--- config.mk ---
export PLATFORM = sky130hd
export DESIGN_NAME = drp_top
export DESIGN_NICKNAME = d
export VERILOG_FILES = /design/src/rtl/drp_pkg.sv /design/src/rtl/drp_top.sv
export VERILOG_INCLUDE_DIRS = /design/src /design/src/rtl
export SDC_FILE = /design/constraint.sdc
export NUM_CORES = 2
export LEC_CHECK = 0
export ABC_AREA = 1
export BUFFER_PORTS_ARGS = -buffer_cell sky130_fd_sc_hd__buf_2
export CORE_MARGIN = 2
export CORE_UTILIZATION = 45
export DETAILED_ROUTE_END_ITERATION = 10
export SYNTH_ARGS = -nofsm -noshare
export SYNTH_HDL_FRONTEND = slang
export SYNTH_SLANG_ARGS = --single-unit
--- constraint.sdc ---
create_clock -name clk_i -period 39.8 [get_ports clk_i]
set_input_delay 7.96 -clock clk_i [delete_from_list [all_inputs] [get_ports clk_i]]
set_output_delay 7.96 -clock clk_i [all_outputs]
set_load 0.005 [all_outputs]
--- src/rtl/drp_consts.svh ---
`ifndef DRP_CONSTS_SVH
`define DRP_CONSTS_SVH

`define DRP_NUM_TERMS 5

`define DRP_OFS_CTRL 6'h00
`define DRP_OFS_POLICY 6'h04
`define DRP_OFS_TERM 6'h08
`define DRP_OFS_TARGET 6'h0C
`define DRP_OFS_ACCEL 6'h10
`define DRP_OFS_DECEL 6'h14
`define DRP_OFS_QHALT 6'h18
`define DRP_OFS_UPHOLD 6'h1C
`define DRP_OFS_DNHOLD 6'h20
`define DRP_OFS_LIMITS 6'h24
`define DRP_OFS_STATUS 6'h28

`define DRP_CTRL_RUN_BIT 0
`define DRP_CTRL_BRAKE_BIT 1
`define DRP_CTRL_MODE_LSB 2
`define DRP_POL_EN_BIT 0
`define DRP_POL_STOP_LSB 1
`define DRP_TERM_FIELD_W 6
`define DRP_HOLD_TIME_LSB 16
`define DRP_LIM_MAX_LSB 16
`define DRP_ST_BLOCK_BIT 16
`define DRP_ST_PERMIT_BIT 17
`define DRP_ST_FSM_LSB 18
`define DRP_ST_REARM_BIT 21

`define DRP_FUNC_RUN_PERMIT 6'h0D
`define DRP_MODE_VF 2'h0
`define DRP_EN_POLICY_RST 1'b1
`define DRP_STOP_MAX 2'h2
`define DRP_QHALT_RST 16'h0032
`define DRP_QHALT_MAX 16'h1770
`define DRP_HOLD_FREQ_RST 16'h01F4
`define DRP_HOLD_TIME_RST 16'h0000
`define DRP_UP_TIME_MAX 16'h0064
`define DRP_DN_TIME_MAX 16'h0258
`define DRP_RAMP_TIME_RST 16'h0032
`define DRP_TARGET_RST 16'h0000
`define DRP_START_F_RST 16'h0032
`define DRP_MAX_F_RST 16'h1770

`define DRP_CLK_PERIOD_PS 4000
`define DRP_RAMP_TICK_NS 10000
`define DRP_RAMP_TICK_CYC ((`DRP_RAMP_TICK_NS * 1000) / `DRP_CLK_PERIOD_PS)
`define DRP_STEP_MS 100
`define DRP_TICKS_PER_STEP ((`DRP_STEP_MS * 1000000) / `DRP_RAMP_TICK_NS)

`endif

--- src/rtl/drp_pkg.sv ---
`include "drp_consts.svh"
package drp_pkg;

  typedef enum logic [1:0] {
    STOP_COAST = 2'b00,
    STOP_QHALT = 2'b01,
    STOP_QHALT_RESUME = 2'b10
  } drp_stop_type;

  typedef enum logic [2:0] {
    ST_IDLE = 3'b000,
    ST_UP_RAMP = 3'b001,
    ST_UP_HOLD = 3'b010,
    ST_RUN = 3'b011,
    ST_DN_RAMP = 3'b100,
    ST_DN_HOLD = 3'b101,
    ST_STOP_RAMP = 3'b110,
    ST_QHALT = 3'b111
  } drp_fsm_type;

  typedef struct packed {
    logic run_cmd;
    logic ext_brake;
    logic [1:0] ctrl_mode;
    logic run_en_policy;
    drp_stop_type stop_policy;
    logic [`DRP_NUM_TERMS-1:0][5:0] term_sel;
    logic [15:0] target;
    logic [15:0] accel;
    logic [15:0] decel;
    logic [15:0] qhalt;
    logic [15:0] up_freq;
    logic [15:0] up_time;
    logic [15:0] dn_freq;
    logic [15:0] dn_time;
    logic [15:0] start_f;
    logic [15:0] max_f;
  } drp_regs_type;

  typedef struct packed {
    drp_regs_type regs;
    logic [`DRP_NUM_TERMS-1:0] sync1;
    logic [`DRP_NUM_TERMS-1:0] sync2;
    logic wait_r;
    logic [31:0] rdata;
    drp_fsm_type fsm;
    logic [15:0] freq;
    logic block;
    logic running;
    logic run_prev;
    logic rearm;
    logic dwell_pend;
    logic [39:0] acc;
    logic [11:0] div;
    logic [23:0] step_cnt;
    logic ramp_tick;
    logic ds_tick;
    logic [15:0] hold_cnt;
  } drp_state_type;

endpackage

--- src/rtl/drp_top.sv ---
// The placing of the registers and the Avalon-MM slave port were chosen for this implementation.
`timescale 1ns/1ps
`include "drp_consts.svh"
module drp_top
  import drp_pkg::*;
#(
  parameter int unsigned TICKS_PER_STEP = `DRP_TICKS_PER_STEP
) (
  input wire logic clk_i,
  input wire logic rst_i,
  input wire logic [5:0] avs_address_i,
  input wire logic avs_read_i,
  input wire logic avs_write_i,
  input wire logic [31:0] avs_writedata_i,
  input wire logic [3:0] avs_byteenable_i,
  output logic [31:0] avs_readdata_o,
  output logic avs_waitrequest_o,
  input wire logic [`DRP_NUM_TERMS-1:0] term_i,
  output logic [15:0] freq_o,
  output logic out_block_o,
  output logic running_o
);

  drp_state_type s_q;
  drp_state_type s_d;

  logic [`DRP_NUM_TERMS-1:0] is_permit;
  logic [`DRP_NUM_TERMS-1:0] permit_hit;
  logic gate_ok;
  logic run_ok;
  logic run_rise;
  logic first_acc;
  logic up_en;
  logic dn_en;
  logic [15:0] up_f;
  logic [15:0] dn_f;
  logic [15:0] tgt;
  logic [15:0] aim;
  logic [15:0] ramp_time;
  logic [39:0] thresh;
  logic [39:0] sum;
  logic [31:0] wval;
  logic [31:0] rval;

  for (genvar i = 0; i < `DRP_NUM_TERMS; i++) begin : g_term
    assign is_permit[i] = s_q.regs.term_sel[i] == `DRP_FUNC_RUN_PERMIT;
    assign permit_hit[i] = is_permit[i] & s_q.sync2[i];
  end

  function automatic logic [15:0] clamp_hi(input logic [15:0] v,
                                           input logic [15:0] hi);
    clamp_hi = (v > hi) ? hi : v;
  endfunction

  function automatic logic [15:0] clamp_rng(input logic [15:0] v,
                                            input logic [15:0] lo,
                                            input logic [15:0] hi);
    if (v < lo) begin
      clamp_rng = lo;
    end else if (v > hi) begin
      clamp_rng = hi;
    end else begin
      clamp_rng = v;
    end
  endfunction

  // Current register contents as seen on the bus
  always_comb begin
    rval = 32'h0000_0000;
    unique case (avs_address_i)
      `DRP_OFS_CTRL: begin
        rval[`DRP_CTRL_RUN_BIT] = s_q.regs.run_cmd;
        rval[`DRP_CTRL_BRAKE_BIT] = s_q.regs.ext_brake;
        rval[`DRP_CTRL_MODE_LSB +: 2] = s_q.regs.ctrl_mode;
      end
      `DRP_OFS_POLICY: begin
        rval[`DRP_POL_EN_BIT] = s_q.regs.run_en_policy;
        rval[`DRP_POL_STOP_LSB +: 2] = s_q.regs.stop_policy;
      end
      `DRP_OFS_TERM: begin
        for (int i = 0; i < `DRP_NUM_TERMS; i++) begin
          rval[i*`DRP_TERM_FIELD_W +: `DRP_TERM_FIELD_W] =
            s_q.regs.term_sel[i];
        end
      end
      `DRP_OFS_TARGET: begin
        rval[15:0] = s_q.regs.target;
      end
      `DRP_OFS_ACCEL: begin
        rval[15:0] = s_q.regs.accel;
      end
      `DRP_OFS_DECEL: begin
        rval[15:0] = s_q.regs.decel;
      end
      `DRP_OFS_QHALT: begin
        rval[15:0] = s_q.regs.qhalt;
      end
      `DRP_OFS_UPHOLD: begin
        rval = {s_q.regs.up_time, s_q.regs.up_freq};
      end
      `DRP_OFS_DNHOLD: begin
        rval = {s_q.regs.dn_time, s_q.regs.dn_freq};
      end
      `DRP_OFS_LIMITS: begin
        rval = {s_q.regs.max_f, s_q.regs.start_f};
      end
      `DRP_OFS_STATUS: begin
        rval[15:0] = s_q.freq;
        rval[`DRP_ST_BLOCK_BIT] = s_q.block;
        rval[`DRP_ST_PERMIT_BIT] = |permit_hit;
        rval[`DRP_ST_FSM_LSB +: 3] = s_q.fsm;
        rval[`DRP_ST_REARM_BIT] = s_q.rearm;
      end
      default: rval = 32'h0000_0000;
    endcase
  end

  // Byte-lane merge of write data over the old word
  always_comb begin
    wval = rval;
    for (int b = 0; b < 4; b++) begin
      if (avs_byteenable_i[b]) begin
        wval[b*8 +: 8] = avs_writedata_i[b*8 +: 8];
      end
    end
  end

  always_comb begin
    s_d = s_q;

    // Bus slave: one wait cycle, then the access completes
    if (!s_q.wait_r) begin
      s_d.wait_r = 1'b1;
    end else if (avs_read_i || avs_write_i) begin
      s_d.wait_r = 1'b0;
      if (avs_read_i) begin
        s_d.rdata = rval;
      end else begin
        s_d.rdata = 32'h0000_0000;
      end
    end
    if (avs_write_i && !s_q.wait_r) begin
      unique case (avs_address_i)
        `DRP_OFS_CTRL: begin
          s_d.regs.run_cmd = wval[`DRP_CTRL_RUN_BIT];
          s_d.regs.ext_brake = wval[`DRP_CTRL_BRAKE_BIT];
          s_d.regs.ctrl_mode = wval[`DRP_CTRL_MODE_LSB +: 2];
        end
        `DRP_OFS_POLICY: begin
          s_d.regs.run_en_policy = wval[`DRP_POL_EN_BIT];
          if (wval[`DRP_POL_STOP_LSB +: 2] <= `DRP_STOP_MAX) begin
            s_d.regs.stop_policy =
              drp_stop_type'(wval[`DRP_POL_STOP_LSB +: 2]);
          end
        end
        `DRP_OFS_TERM: begin
          for (int i = 0; i < `DRP_NUM_TERMS; i++) begin
            s_d.regs.term_sel[i] =
              wval[i*`DRP_TERM_FIELD_W +: `DRP_TERM_FIELD_W];
          end
        end
        `DRP_OFS_TARGET: begin
          s_d.regs.target = wval[15:0];
        end
        `DRP_OFS_ACCEL: begin
          s_d.regs.accel = wval[15:0];
        end
        `DRP_OFS_DECEL: begin
          s_d.regs.decel = wval[15:0];
        end
        `DRP_OFS_QHALT: begin
          s_d.regs.qhalt = clamp_hi(wval[15:0], `DRP_QHALT_MAX);
        end
        `DRP_OFS_UPHOLD: begin
          s_d.regs.up_freq = wval[15:0];
          s_d.regs.up_time = clamp_hi(wval[31:16], `DRP_UP_TIME_MAX);
        end
        `DRP_OFS_DNHOLD: begin
          s_d.regs.dn_freq = wval[15:0];
          s_d.regs.dn_time = clamp_hi(wval[31:16], `DRP_DN_TIME_MAX);
        end
        `DRP_OFS_LIMITS: begin
          s_d.regs.start_f = wval[15:0];
          s_d.regs.max_f = wval[`DRP_LIM_MAX_LSB +: 16];
        end
        default: s_d.regs = s_q.regs;
      endcase
    end

    // Terminal synchroniser
    s_d.sync1 = term_i;
    s_d.sync2 = s_q.sync1;

    // Ramp tick and 0.1 s step tick
    s_d.ramp_tick = 1'b0;
    s_d.ds_tick = 1'b0;
    if (s_q.div == 12'(`DRP_RAMP_TICK_CYC - 1)) begin
      s_d.div = 12'h000;
      s_d.ramp_tick = 1'b1;
      if (s_q.step_cnt == 24'(TICKS_PER_STEP - 1)) begin
        s_d.step_cnt = 24'h00_0000;
        s_d.ds_tick = 1'b1;
      end else begin
        s_d.step_cnt = s_q.step_cnt + 24'h00_0001;
      end
    end else begin
      s_d.div = s_q.div + 12'h001;
    end

    // Run gating
    gate_ok = !s_q.regs.run_en_policy || !(|is_permit) || (|permit_hit);
    run_rise = s_q.regs.run_cmd && !s_q.run_prev;
    s_d.run_prev = s_q.regs.run_cmd;
    if (run_rise && gate_ok) begin
      s_d.rearm = 1'b0;
    end
    run_ok = s_q.regs.run_cmd && gate_ok && !s_q.rearm;
    if (run_rise && s_q.fsm == ST_IDLE) begin
      s_d.dwell_pend = 1'b1;
    end
    // Rise and open gate in one cycle still earns the up hold
    first_acc = s_q.dwell_pend || (run_rise && s_q.fsm == ST_IDLE);

    up_f = clamp_rng(s_q.regs.up_freq, s_q.regs.start_f, s_q.regs.max_f);
    dn_f = clamp_rng(s_q.regs.dn_freq, s_q.regs.start_f, s_q.regs.max_f);
    tgt = clamp_hi(s_q.regs.target, s_q.regs.max_f);
    up_en = s_q.regs.ctrl_mode == `DRP_MODE_VF &&
            s_q.regs.up_time != 16'h0000 && s_q.regs.up_freq != 16'h0000;
    dn_en = s_q.regs.ctrl_mode == `DRP_MODE_VF && !s_q.regs.ext_brake &&
            s_q.regs.dn_time != 16'h0000 && s_q.regs.dn_freq != 16'h0000;

    if (s_q.fsm != ST_IDLE && s_q.fsm != ST_QHALT && !gate_ok) begin
      unique case (s_q.regs.stop_policy)
        STOP_QHALT: begin
          s_d.fsm = ST_QHALT;
          s_d.rearm = 1'b1;
        end
        STOP_QHALT_RESUME: begin
          s_d.fsm = ST_QHALT;
        end
        default: begin
          s_d.fsm = ST_IDLE;
        end
      endcase
      s_d.dwell_pend = 1'b0;
    end else begin
      unique case (s_q.fsm)
        ST_IDLE: begin
          if (run_ok) begin
            if (first_acc && up_en && up_f < tgt) begin
              s_d.fsm = ST_UP_RAMP;
            end else begin
              s_d.fsm = ST_RUN;
              s_d.dwell_pend = 1'b0;
            end
          end else if (!s_q.regs.run_cmd) begin
            s_d.dwell_pend = 1'b0;
          end
        end
        ST_UP_RAMP, ST_UP_HOLD, ST_RUN: begin
          if (!run_ok) begin
            s_d.dwell_pend = 1'b0;
            if (dn_en && s_q.freq > dn_f) begin
              s_d.fsm = ST_DN_RAMP;
            end else begin
              s_d.fsm = ST_STOP_RAMP;
            end
          end else if (s_q.fsm == ST_UP_RAMP && s_q.freq == up_f) begin
            s_d.fsm = ST_UP_HOLD;
            s_d.hold_cnt = 16'h0000;
          end else if (s_q.fsm == ST_UP_HOLD && s_q.ds_tick) begin
            s_d.hold_cnt = s_q.hold_cnt + 16'h0001;
            if (s_d.hold_cnt >= s_q.regs.up_time) begin
              s_d.fsm = ST_RUN;
              s_d.dwell_pend = 1'b0;
            end
          end
        end
        ST_DN_RAMP, ST_DN_HOLD, ST_STOP_RAMP: begin
          if (run_ok) begin
            s_d.fsm = ST_RUN;
          end else if (s_q.fsm == ST_DN_RAMP && s_q.freq == dn_f) begin
            s_d.fsm = ST_DN_HOLD;
            s_d.hold_cnt = 16'h0000;
          end else if (s_q.fsm == ST_DN_HOLD && s_q.ds_tick) begin
            s_d.hold_cnt = s_q.hold_cnt + 16'h0001;
            if (s_d.hold_cnt >= s_q.regs.dn_time) begin
              s_d.fsm = ST_STOP_RAMP;
            end
          end else if (s_q.fsm == ST_STOP_RAMP && s_q.freq == 16'h0000) begin
            s_d.fsm = ST_IDLE;
          end
        end
        ST_QHALT: begin
          if (s_q.regs.stop_policy == STOP_QHALT_RESUME && run_ok) begin
            s_d.fsm = ST_RUN;
          end else if (s_q.freq == 16'h0000) begin
            s_d.fsm = ST_IDLE;
          end
        end
      endcase
    end

    // Frequency ramp toward the aim of the next state
    unique case (s_d.fsm)
      ST_UP_RAMP, ST_UP_HOLD: begin
        aim = up_f;
      end
      ST_RUN: begin
        aim = tgt;
      end
      ST_DN_RAMP, ST_DN_HOLD: begin
        aim = dn_f;
      end
      default: begin
        aim = 16'h0000;
      end
    endcase
    if (s_d.fsm == ST_QHALT) begin
      ramp_time = s_q.regs.qhalt;
    end else if (aim > s_q.freq) begin
      ramp_time = s_q.regs.accel;
    end else begin
      ramp_time = s_q.regs.decel;
    end
    thresh = 40'(ramp_time) * 40'(TICKS_PER_STEP);
    sum = s_q.acc + 40'(s_q.regs.max_f);
    if (s_d.fsm == ST_IDLE || s_q.freq == aim) begin
      s_d.acc = 40'h00_0000_0000;
      if (s_d.fsm == ST_IDLE) begin
        s_d.freq = 16'h0000;
      end
    end else if (s_q.ramp_tick) begin
      if (sum >= thresh) begin
        if (aim > s_q.freq) begin
          s_d.freq = s_q.freq + 16'h0001;
        end else begin
          s_d.freq = s_q.freq - 16'h0001;
        end
        if (sum - thresh < thresh) begin
          s_d.acc = sum - thresh;
        end else begin
          s_d.acc = 40'h00_0000_0000;
        end
      end else begin
        s_d.acc = sum;
      end
    end
    s_d.block = s_d.fsm == ST_IDLE;
    s_d.running = s_d.fsm != ST_IDLE;
  end

  always_ff @(posedge clk_i or posedge rst_i) begin
    if (rst_i) begin
      s_q <= '0;
      s_q.wait_r <= 1'b1;
      s_q.block <= 1'b1;
      s_q.fsm <= ST_IDLE;
      s_q.regs.run_en_policy <= `DRP_EN_POLICY_RST;
      s_q.regs.stop_policy <= STOP_COAST;
      s_q.regs.qhalt <= `DRP_QHALT_RST;
      s_q.regs.up_freq <= `DRP_HOLD_FREQ_RST;
      s_q.regs.up_time <= `DRP_HOLD_TIME_RST;
      s_q.regs.dn_freq <= `DRP_HOLD_FREQ_RST;
      s_q.regs.dn_time <= `DRP_HOLD_TIME_RST;
      s_q.regs.accel <= `DRP_RAMP_TIME_RST;
      s_q.regs.decel <= `DRP_RAMP_TIME_RST;
      s_q.regs.target <= `DRP_TARGET_RST;
      s_q.regs.start_f <= `DRP_START_F_RST;
      s_q.regs.max_f <= `DRP_MAX_F_RST;
    end else begin
      s_q <= s_d;
    end
  end

  assign avs_readdata_o = s_q.rdata;
  assign avs_waitrequest_o = s_q.wait_r;
  assign freq_o = s_q.freq;
  assign out_block_o = s_q.block;
  assign running_o = s_q.running;

endmodule

Word level (Yosys, flattened, before mapping)

Cells that the tools add are included.
W data, S select, Z words.

Output and inout bits: 51
Register bits after elaboration: 358

$mul: 1
Bitwise gates (word level): 6
Add/subtract/negate cells: 7
Mux-type cells: 74
$lt $le $gt $ge: 16
Reductions and logical operators: 69
Equality and inequality tests: 41

Operators with widths:

| cell                     | number |
|---|---|
| $mux W16                 | 21 |
| $mux W40                 | 4 |
| $pmux W12 S9             | 1 |
| $gt A16 B16 Y1           | 5 |
| $reduce_bool A16 Y1      | 4 |
| $eq A16 B16 Y1           | 3 |
| $lt A16 B16 Y1           | 3 |
| $pmux W16 S3             | 1 |
| $eq A6 B4 Y1 const B     | 7 |
| $mux W3                  | 14 |
| $add A40 B16 Y40         | 1 |
| $ge A40 B30 Y1           | 1 |
| $lt A40 B30 Y1           | 1 |
| $sub A40 B30 Y40         | 1 |
| $mux W33                 | 1 |
| $pmux W3 S11             | 1 |
| $add A16 B1 Y16 const B  | 2 |
| $ge A16 B16 Y1           | 2 |
| $mux W32                 | 1 |
| $mux W8                  | 4 |
| $pmux W16 S2             | 1 |
| $pmux W8 S4              | 1 |
| $pmux W6 S5              | 1 |
| $mul A16 B10 Y26 const B | 1 |
| other kinds (44)         | 132 |

Longest topological paths before layout

Depth in word-level cells: 24
Mapped depth: 94

Worst setup path after synthesis

Ideal clock, no wire load.

Kind: reg2reg
Start point: register s_q[178] (netlist bit)
End point: register s_q[61] (netlist bit)
Setup time: 0.122 ns
Required time: 39.678 ns
Arrival: 13.099 ns
Slack: 26.579 ns
Clock period less this slack: 13.221 ns
Cell stages (with the launch flop): 90
Cells stage by stage: dfstp_2 -> inv_1 -> ha_1 -> a21boi_0 -> o211ai_1 -> nand2_1 -> a21o_1 -> a21oi_1 -> o21ai_0 -> nand3_1 -> nand2_1 -> clkbuf_1 -> o211ai_1 -> o21ai_0 -> inv_1 -> ha_1 -> nand2_1 -> inv_1 -> [54 not listed] -> nand4_1 -> nand3_1 -> a31oi_1 -> o21ai_0 -> nand2_1 -> a21oi_1 -> nor2_1 -> nand2_1 -> nor2_1 -> nand3_1 -> nor2_1 -> nand2_2 -> clkinv_2 -> buf_6 -> nand2_1 -> nand2_1 -> inv_1 -> nor2_1

Longest elaborated chain between the ends: 21
Elaborated cells on any way between the ends: 45
Classes of those cells: add/sub (1); mul (1); order compare (7); eq/ne (9); mux (18); reduce/logical (9)

Ends and longest elaborated chain:

| what                                   | line                                           | text |
|---|---|---|
| from (decl)                            | drp_top.sv:24                                  | `drp_state_type s_q;` |
| $lt A16 B16 Y1                         | drp_top.sv:58                                  | `if (v < lo) begin` |
| $mux W16                               | drp_top.sv:58                                  |  |
| $gt A16 B16 Y1 (tied with other cells) | drp_top.sv:263                                 | `if (dn_en && s_q.freq > dn_f) begin` |
| $logic_and A1 B1 Y1 (on tied branches) | --                                             |  |
| $mux W2 (tied with other cells)        | drp_top.sv:263                                 |  |
| $mux W3 (on tied branches)             | drp_top.sv:261, drp_top.sv:249, drp_top.sv:280 |  |
| $pmux W3 S4                            | drp_top.sv:247                                 | `unique case (s_q.fsm)` |
| $mux W3                                | drp_top.sv:232                                 | `if (s_q.fsm != ST_IDLE && s_q.fsm != ST_QHALT && !gate_ok) begin` |
| [5 not listed]                         | --                                             |  |
| $mux W16                               | drp_top.sv:319                                 | `if (s_d.fsm == ST_QHALT) begin` |
| $mul A16 B10 Y26                       | drp_top.sv:326                                 | `thresh = 40'(ramp_time) * 40'(TICKS_PER_STEP);` |
| $sub A40 B30 Y40                       | drp_top.sv:340, drp_top.sv:341                 |  |
| $lt A40 B30 Y1                         | drp_top.sv:340                                 | `if (sum - thresh < thresh) begin` |
| $mux W40                               | drp_top.sv:340                                 |  |
| $mux W40                               | drp_top.sv:334                                 | `if (sum >= thresh) begin` |
| $mux W40                               | drp_top.sv:333                                 | `end else if (s_q.ramp_tick) begin` |
| $mux W40                               | drp_top.sv:328                                 | `if (s_d.fsm == ST_IDLE \|\| s_q.freq == aim) begin` |

Several ways; a longest one is shown, not always the timed one. The select of a mux whose other input is x is not followed.
A chain may end at the register's enable or synchronous reset.

Worst setup path after layout

Start point: register s_q[175] (netlist bit)
End point: register s_q[79] (netlist bit)

Longest elaborated chain between the ends: 22
Elaborated cells on any way between the ends: 50
Classes of those cells: add/sub (2); mul (1); order compare (8); eq/ne (9); mux (21); reduce/logical (9)

Ends and longest elaborated chain:

| what                                   | line                                           | text |
|---|---|---|
| $gt A16 B16 Y1                         | drp_top.sv:60                                  | `end else if (v > hi) begin` |
| $mux W16                               | drp_top.sv:60                                  |  |
| $mux W16                               | drp_top.sv:58                                  |  |
| $gt A16 B16 Y1 (tied with other cells) | drp_top.sv:263                                 |  |
| $logic_and A1 B1 Y1 (on tied branches) | --                                             |  |
| $mux W2 (tied with other cells)        | drp_top.sv:263                                 |  |
| $mux W3 (on tied branches)             | drp_top.sv:261, drp_top.sv:249, drp_top.sv:280 |  |
| $pmux W3 S4                            | drp_top.sv:247                                 |  |
| [6 not listed]                         | --                                             |  |
| $mux W16                               | drp_top.sv:319                                 |  |
| $mul A16 B10 Y26                       | drp_top.sv:326                                 |  |
| $sub A40 B30 Y40                       | drp_top.sv:340, drp_top.sv:341                 |  |
| $lt A40 B30 Y1                         | drp_top.sv:340                                 |  |
| $mux W40                               | drp_top.sv:340                                 |  |
| $mux W40                               | drp_top.sv:334                                 |  |
| $mux W40                               | drp_top.sv:333                                 |  |
| $mux W40                               | drp_top.sv:328                                 |  |

Several ways; a longest one is shown, not always the timed one. The select of a mux whose other input is x is not followed.

==> summary.md <==
| Metric | Value |
|---|---|
| Portion of the post-synthesis area used by sequential elements | `between 30% and 40%` |
| Final routed wirelength across all metal layers | `between 100000 and 150000 um` |
| HP Start | `s_d[152]` |
| TritonCTS Sinks | `~360` |
| Die ar. | `between 60000 and 70000 um2` |
| Number of distinct library cells after synthesis | `just over 60` |
| Pins Over Slew Limit | `0` |
| CP Data Arrival Time | `17280 ps` |
| Critical-path cell with the highest stage delay | `sky130_fd_sc_hd__nand4_1` |
| Gr ovfl total | `0` |
| Max Fclk | `59.4 MHz` |
| Post-CTS Hold Buffers | `0` |
| Pin count of the biggest net entering global routing | `116` |
| Unrepaired setup endpoints after global routing | `no` |
| Depth of the worst register-to-register path | `between 80 and 90` |
| CTS tree | `done` |
| Data required time at the worst endpoint | `~40000 ps` |
| Dominant synthesized flop cell | `sky130_fd_sc_hd__dfrtp_1` |
| Root buffer cell | `sky130_fd_sc_hd__clkbuf_16` |
| Routed via count | `28000` |
| Synth warnings | `0` |
| Setup Viol. Count Final | `0` |
| Reg2Reg Setup Slack | `about 23000 ps` |
| Total number of nets in the final design | `4439` |
| WL/cell | `~22 um` |
| Num rows | `93` |
| Longest individual stage delay on the worst path | `between 900 and 1000 ps` |
| Worst-Skew Late Latency | `around 600 ps` |
| Count of TritonRoute iterations in the first routing pass | `6` |
| End point of the most critical hold path | `s_q[152]` |
| Run status | `finished, final reports clean` |
| Final critical delay including setup and external delays | `approximately 17000 ps` |
| Vias per cell | `between 5 and 6` |
| Share of the cycle needed by the critical path after routing | `between 40% and 50%` |
| CTS clk-pin slew, worst paths | `60 ps` |
| Detailed Route Iter0 Violations | `about 3300` |
| Area growth, synth to finish | `9.02%` |
| Origin of the critical flop-to-flop path | `s_q[175]` |
| CTS max path bufs | `3` |
| Worst Clk Skew | `approximately 30 ps` |
| Total Routing Usage GR | `between 30% and 40%` |
| Hold Vio Cnt, Final | `0` |
| Number of nets with antenna violations after detailed routing | `0` |
| Setup crit end kind | `register` |
| Most common cell after layout, fill and taps aside | `sky130_fd_sc_hd__nand2_1` |
| Quantity of I/O buffers inserted on ports | `just over 100` |
| Post-CTS sizing | `0` |
| Share of async-settable or async-resettable flops after synthesis | `100%` |
| Final TNS setup | `0 ps` |
| Setup repair bufs after CTS | `0` |
| Synth Instances | `about 4000` |
| Die X-Extent | `between 200 and 300 um` |
| Largest driver fanout on the critical path | `42` |
| Hold path cells | `0` |
| Max Cap Violations | `0` |
| FF+latch count, synth | `about 360` |
| Number of global-route vias before repair | `approximately 26000` |
| H-tree depth | `2` |
| Worst setup path class | `reg -> reg` |
| Worst reg2reg endpoint | `s_q[79]` |
| Worst Hold Class | `reg -> reg` |
| Number of synthesized flops with an enable pin | `0` |
| Average size of a mapped cell | `between 7 and 8 um2` |
| Nature of the critical path startpoint | `register` |
| Share of layout cells above drive strength 1 | `8.18%` |
| Gpl congestion | `between 1 and 1.5` |
| Post-Synthesis Net Count | `4411` |
| Placeable Area | `around 65000 um2` |
| Die Height | `260 um` |
| Commonest cells after routing, fill and taps aside | `929 x sky130_fd_sc_hd__nand2_1, 548 x sky130_fd_sc_hd__inv_1, 345 x sky130_fd_sc_hd__o21ai_0, 324 x sky130_fd_sc_hd__dfrtp_1, 313 x sky130_fd_sc_hd__ha_1` |
| I/O pin count | `102` |
| Global-route wire length before repair | `approximately 160000 um` |
| Number of antenna violations at the first check in global routing | `1` |
| TritonCTS Buffers | `44` |
| HPWL after detailed placement | `84900 um` |
| Most repeated library cell on the critical path | `sky130_fd_sc_hd__nand2_1` |
| Post-synthesis instance area | `~30000 um2` |
| Worst slew pin tran | `approximately 1200 ps` |
| Worst slew margin | `between 10% and 20%` |
| Effective utilization at floorplan | `45.6%` |
| DR DRC count | `0` |
critical path: cells and delay by family (launching register included):
kind | cells | cell delay [ps]
buf+inv | 15 | 2150
flops | 1 | 600
simple gates | 41 | 6980
compound gates | 16 | 2240
xor+xnor | 2 | 590
fa+ha+maj | 11 | 4050
per-layer routing:
| metal | part of all wire [%] | up-vias | track usage, % |
|---|---|---|---|
| li1 | - | 13400 | - |
| met1 | 46 | 13300 | 46.6 |
| met2 | 41 | 1097 | 45.8 |
| met3 | 9.1 | 168 | 6.71 |
| met4 | 3.5 | 0 | 10.7 |
| met5 | 0 | - | 0 |
kinds of logic after synthesis:
| kind of cell | Yosys count | share of synthesized area, % |
|---|---|---|
| and+or+nand+nor | 1613 | 23.3 |
| AOI/OAI and AO/OA | 821 | 16.1 |
| buffers and inverters | 738 | 10.4 |
| DFF | 358 | 30.6 |
| adders and majority gates | 351 | 15.9 |
| xor gates and xnor gates | 124 | 3.69 |
| muxes | 4 | 0.136 |
registers in the layout, summed over array words and instances, names as in the netlist:
signal,flops
freq_o,16
running_o,1
avs_waitrequest_o,1
s_d,6
s_q,301
avs_readdata_o,32
out_block_o,1
cell type report:
type | instances | area (um2)
clock inverter | 21 | 367
clock buffer | 60 | 1240
sequential | 358 | 9000
timing repair buffer | 142 | 813
inverter | 578 | 2180
tap | 855 | 1070
multi-input combinational | 2913 | 17400
antenna | 3 | 7.51
fill | 6528 | 32500
per-stage QoR:
| step | hold WS (ps) | utilization [%] | std cells | setup WS (ps) | instance area (um2) |
|---|---|---|---|---|---|
| detailed placement | 336 | 47.2 | 4846 | 23290 | 30500 |
| floorplan | 331 | - | 4009 | 21960 | 29500 |
| global route | 357 | 49.7 | 4927 | 21330 | 32100 |
| global placement | 332 | 47.2 | 4846 | 23760 | 30500 |
| finish | 349 | 49.7 | 4930 | 22980 | 32100 |
| CTS | 350 | 49.7 | 4927 | 23220 | 32100 |
Yosys cell counts, types with 54 or more instances:
cell / n / area [um2]
sky130_fd_sc_hd__clkbuf_1: 75 / 282
sky130_fd_sc_hd__nor3_1: 59 / 295
sky130_fd_sc_hd__nand4_1: 76 / 475
sky130_fd_sc_hd__ha_1: 313 / 3920
sky130_fd_sc_hd__nor2_1: 261 / 980
sky130_fd_sc_hd__dfrtp_1: 324 / 8110
sky130_fd_sc_hd__a21oi_1: 216 / 1080
sky130_fd_sc_hd__nand3_1: 190 / 951
sky130_fd_sc_hd__buf_4: 54 / 405
sky130_fd_sc_hd__nand2_1: 930 / 3490
sky130_fd_sc_hd__inv_1: 549 / 2060
sky130_fd_sc_hd__xor2_1: 92 / 806
sky130_fd_sc_hd__o21ai_0: 345 / 1730
how the worst max path moves through the flow:
stage	from	slack, ps	endpoint	depth (start not counted)
2_1_floorplan	rst_i	21960	avs_readdata_o[0]	1
3_3_place_gp	s_q[175]	23760	s_q[81]	83
3_5_place_dp	s_q[175]	23290	s_q[79]	83
4_1_cts	s_q[175]	23220	s_q[79]	83
5_1_grt	s_q[175]	21330	s_q[69]	85
6_report	s_q[175]	22980	s_q[79]	85
Power is not shown: default switching activity piles up to over one toggle a cycle in this logic, so the estimate is an artifact.
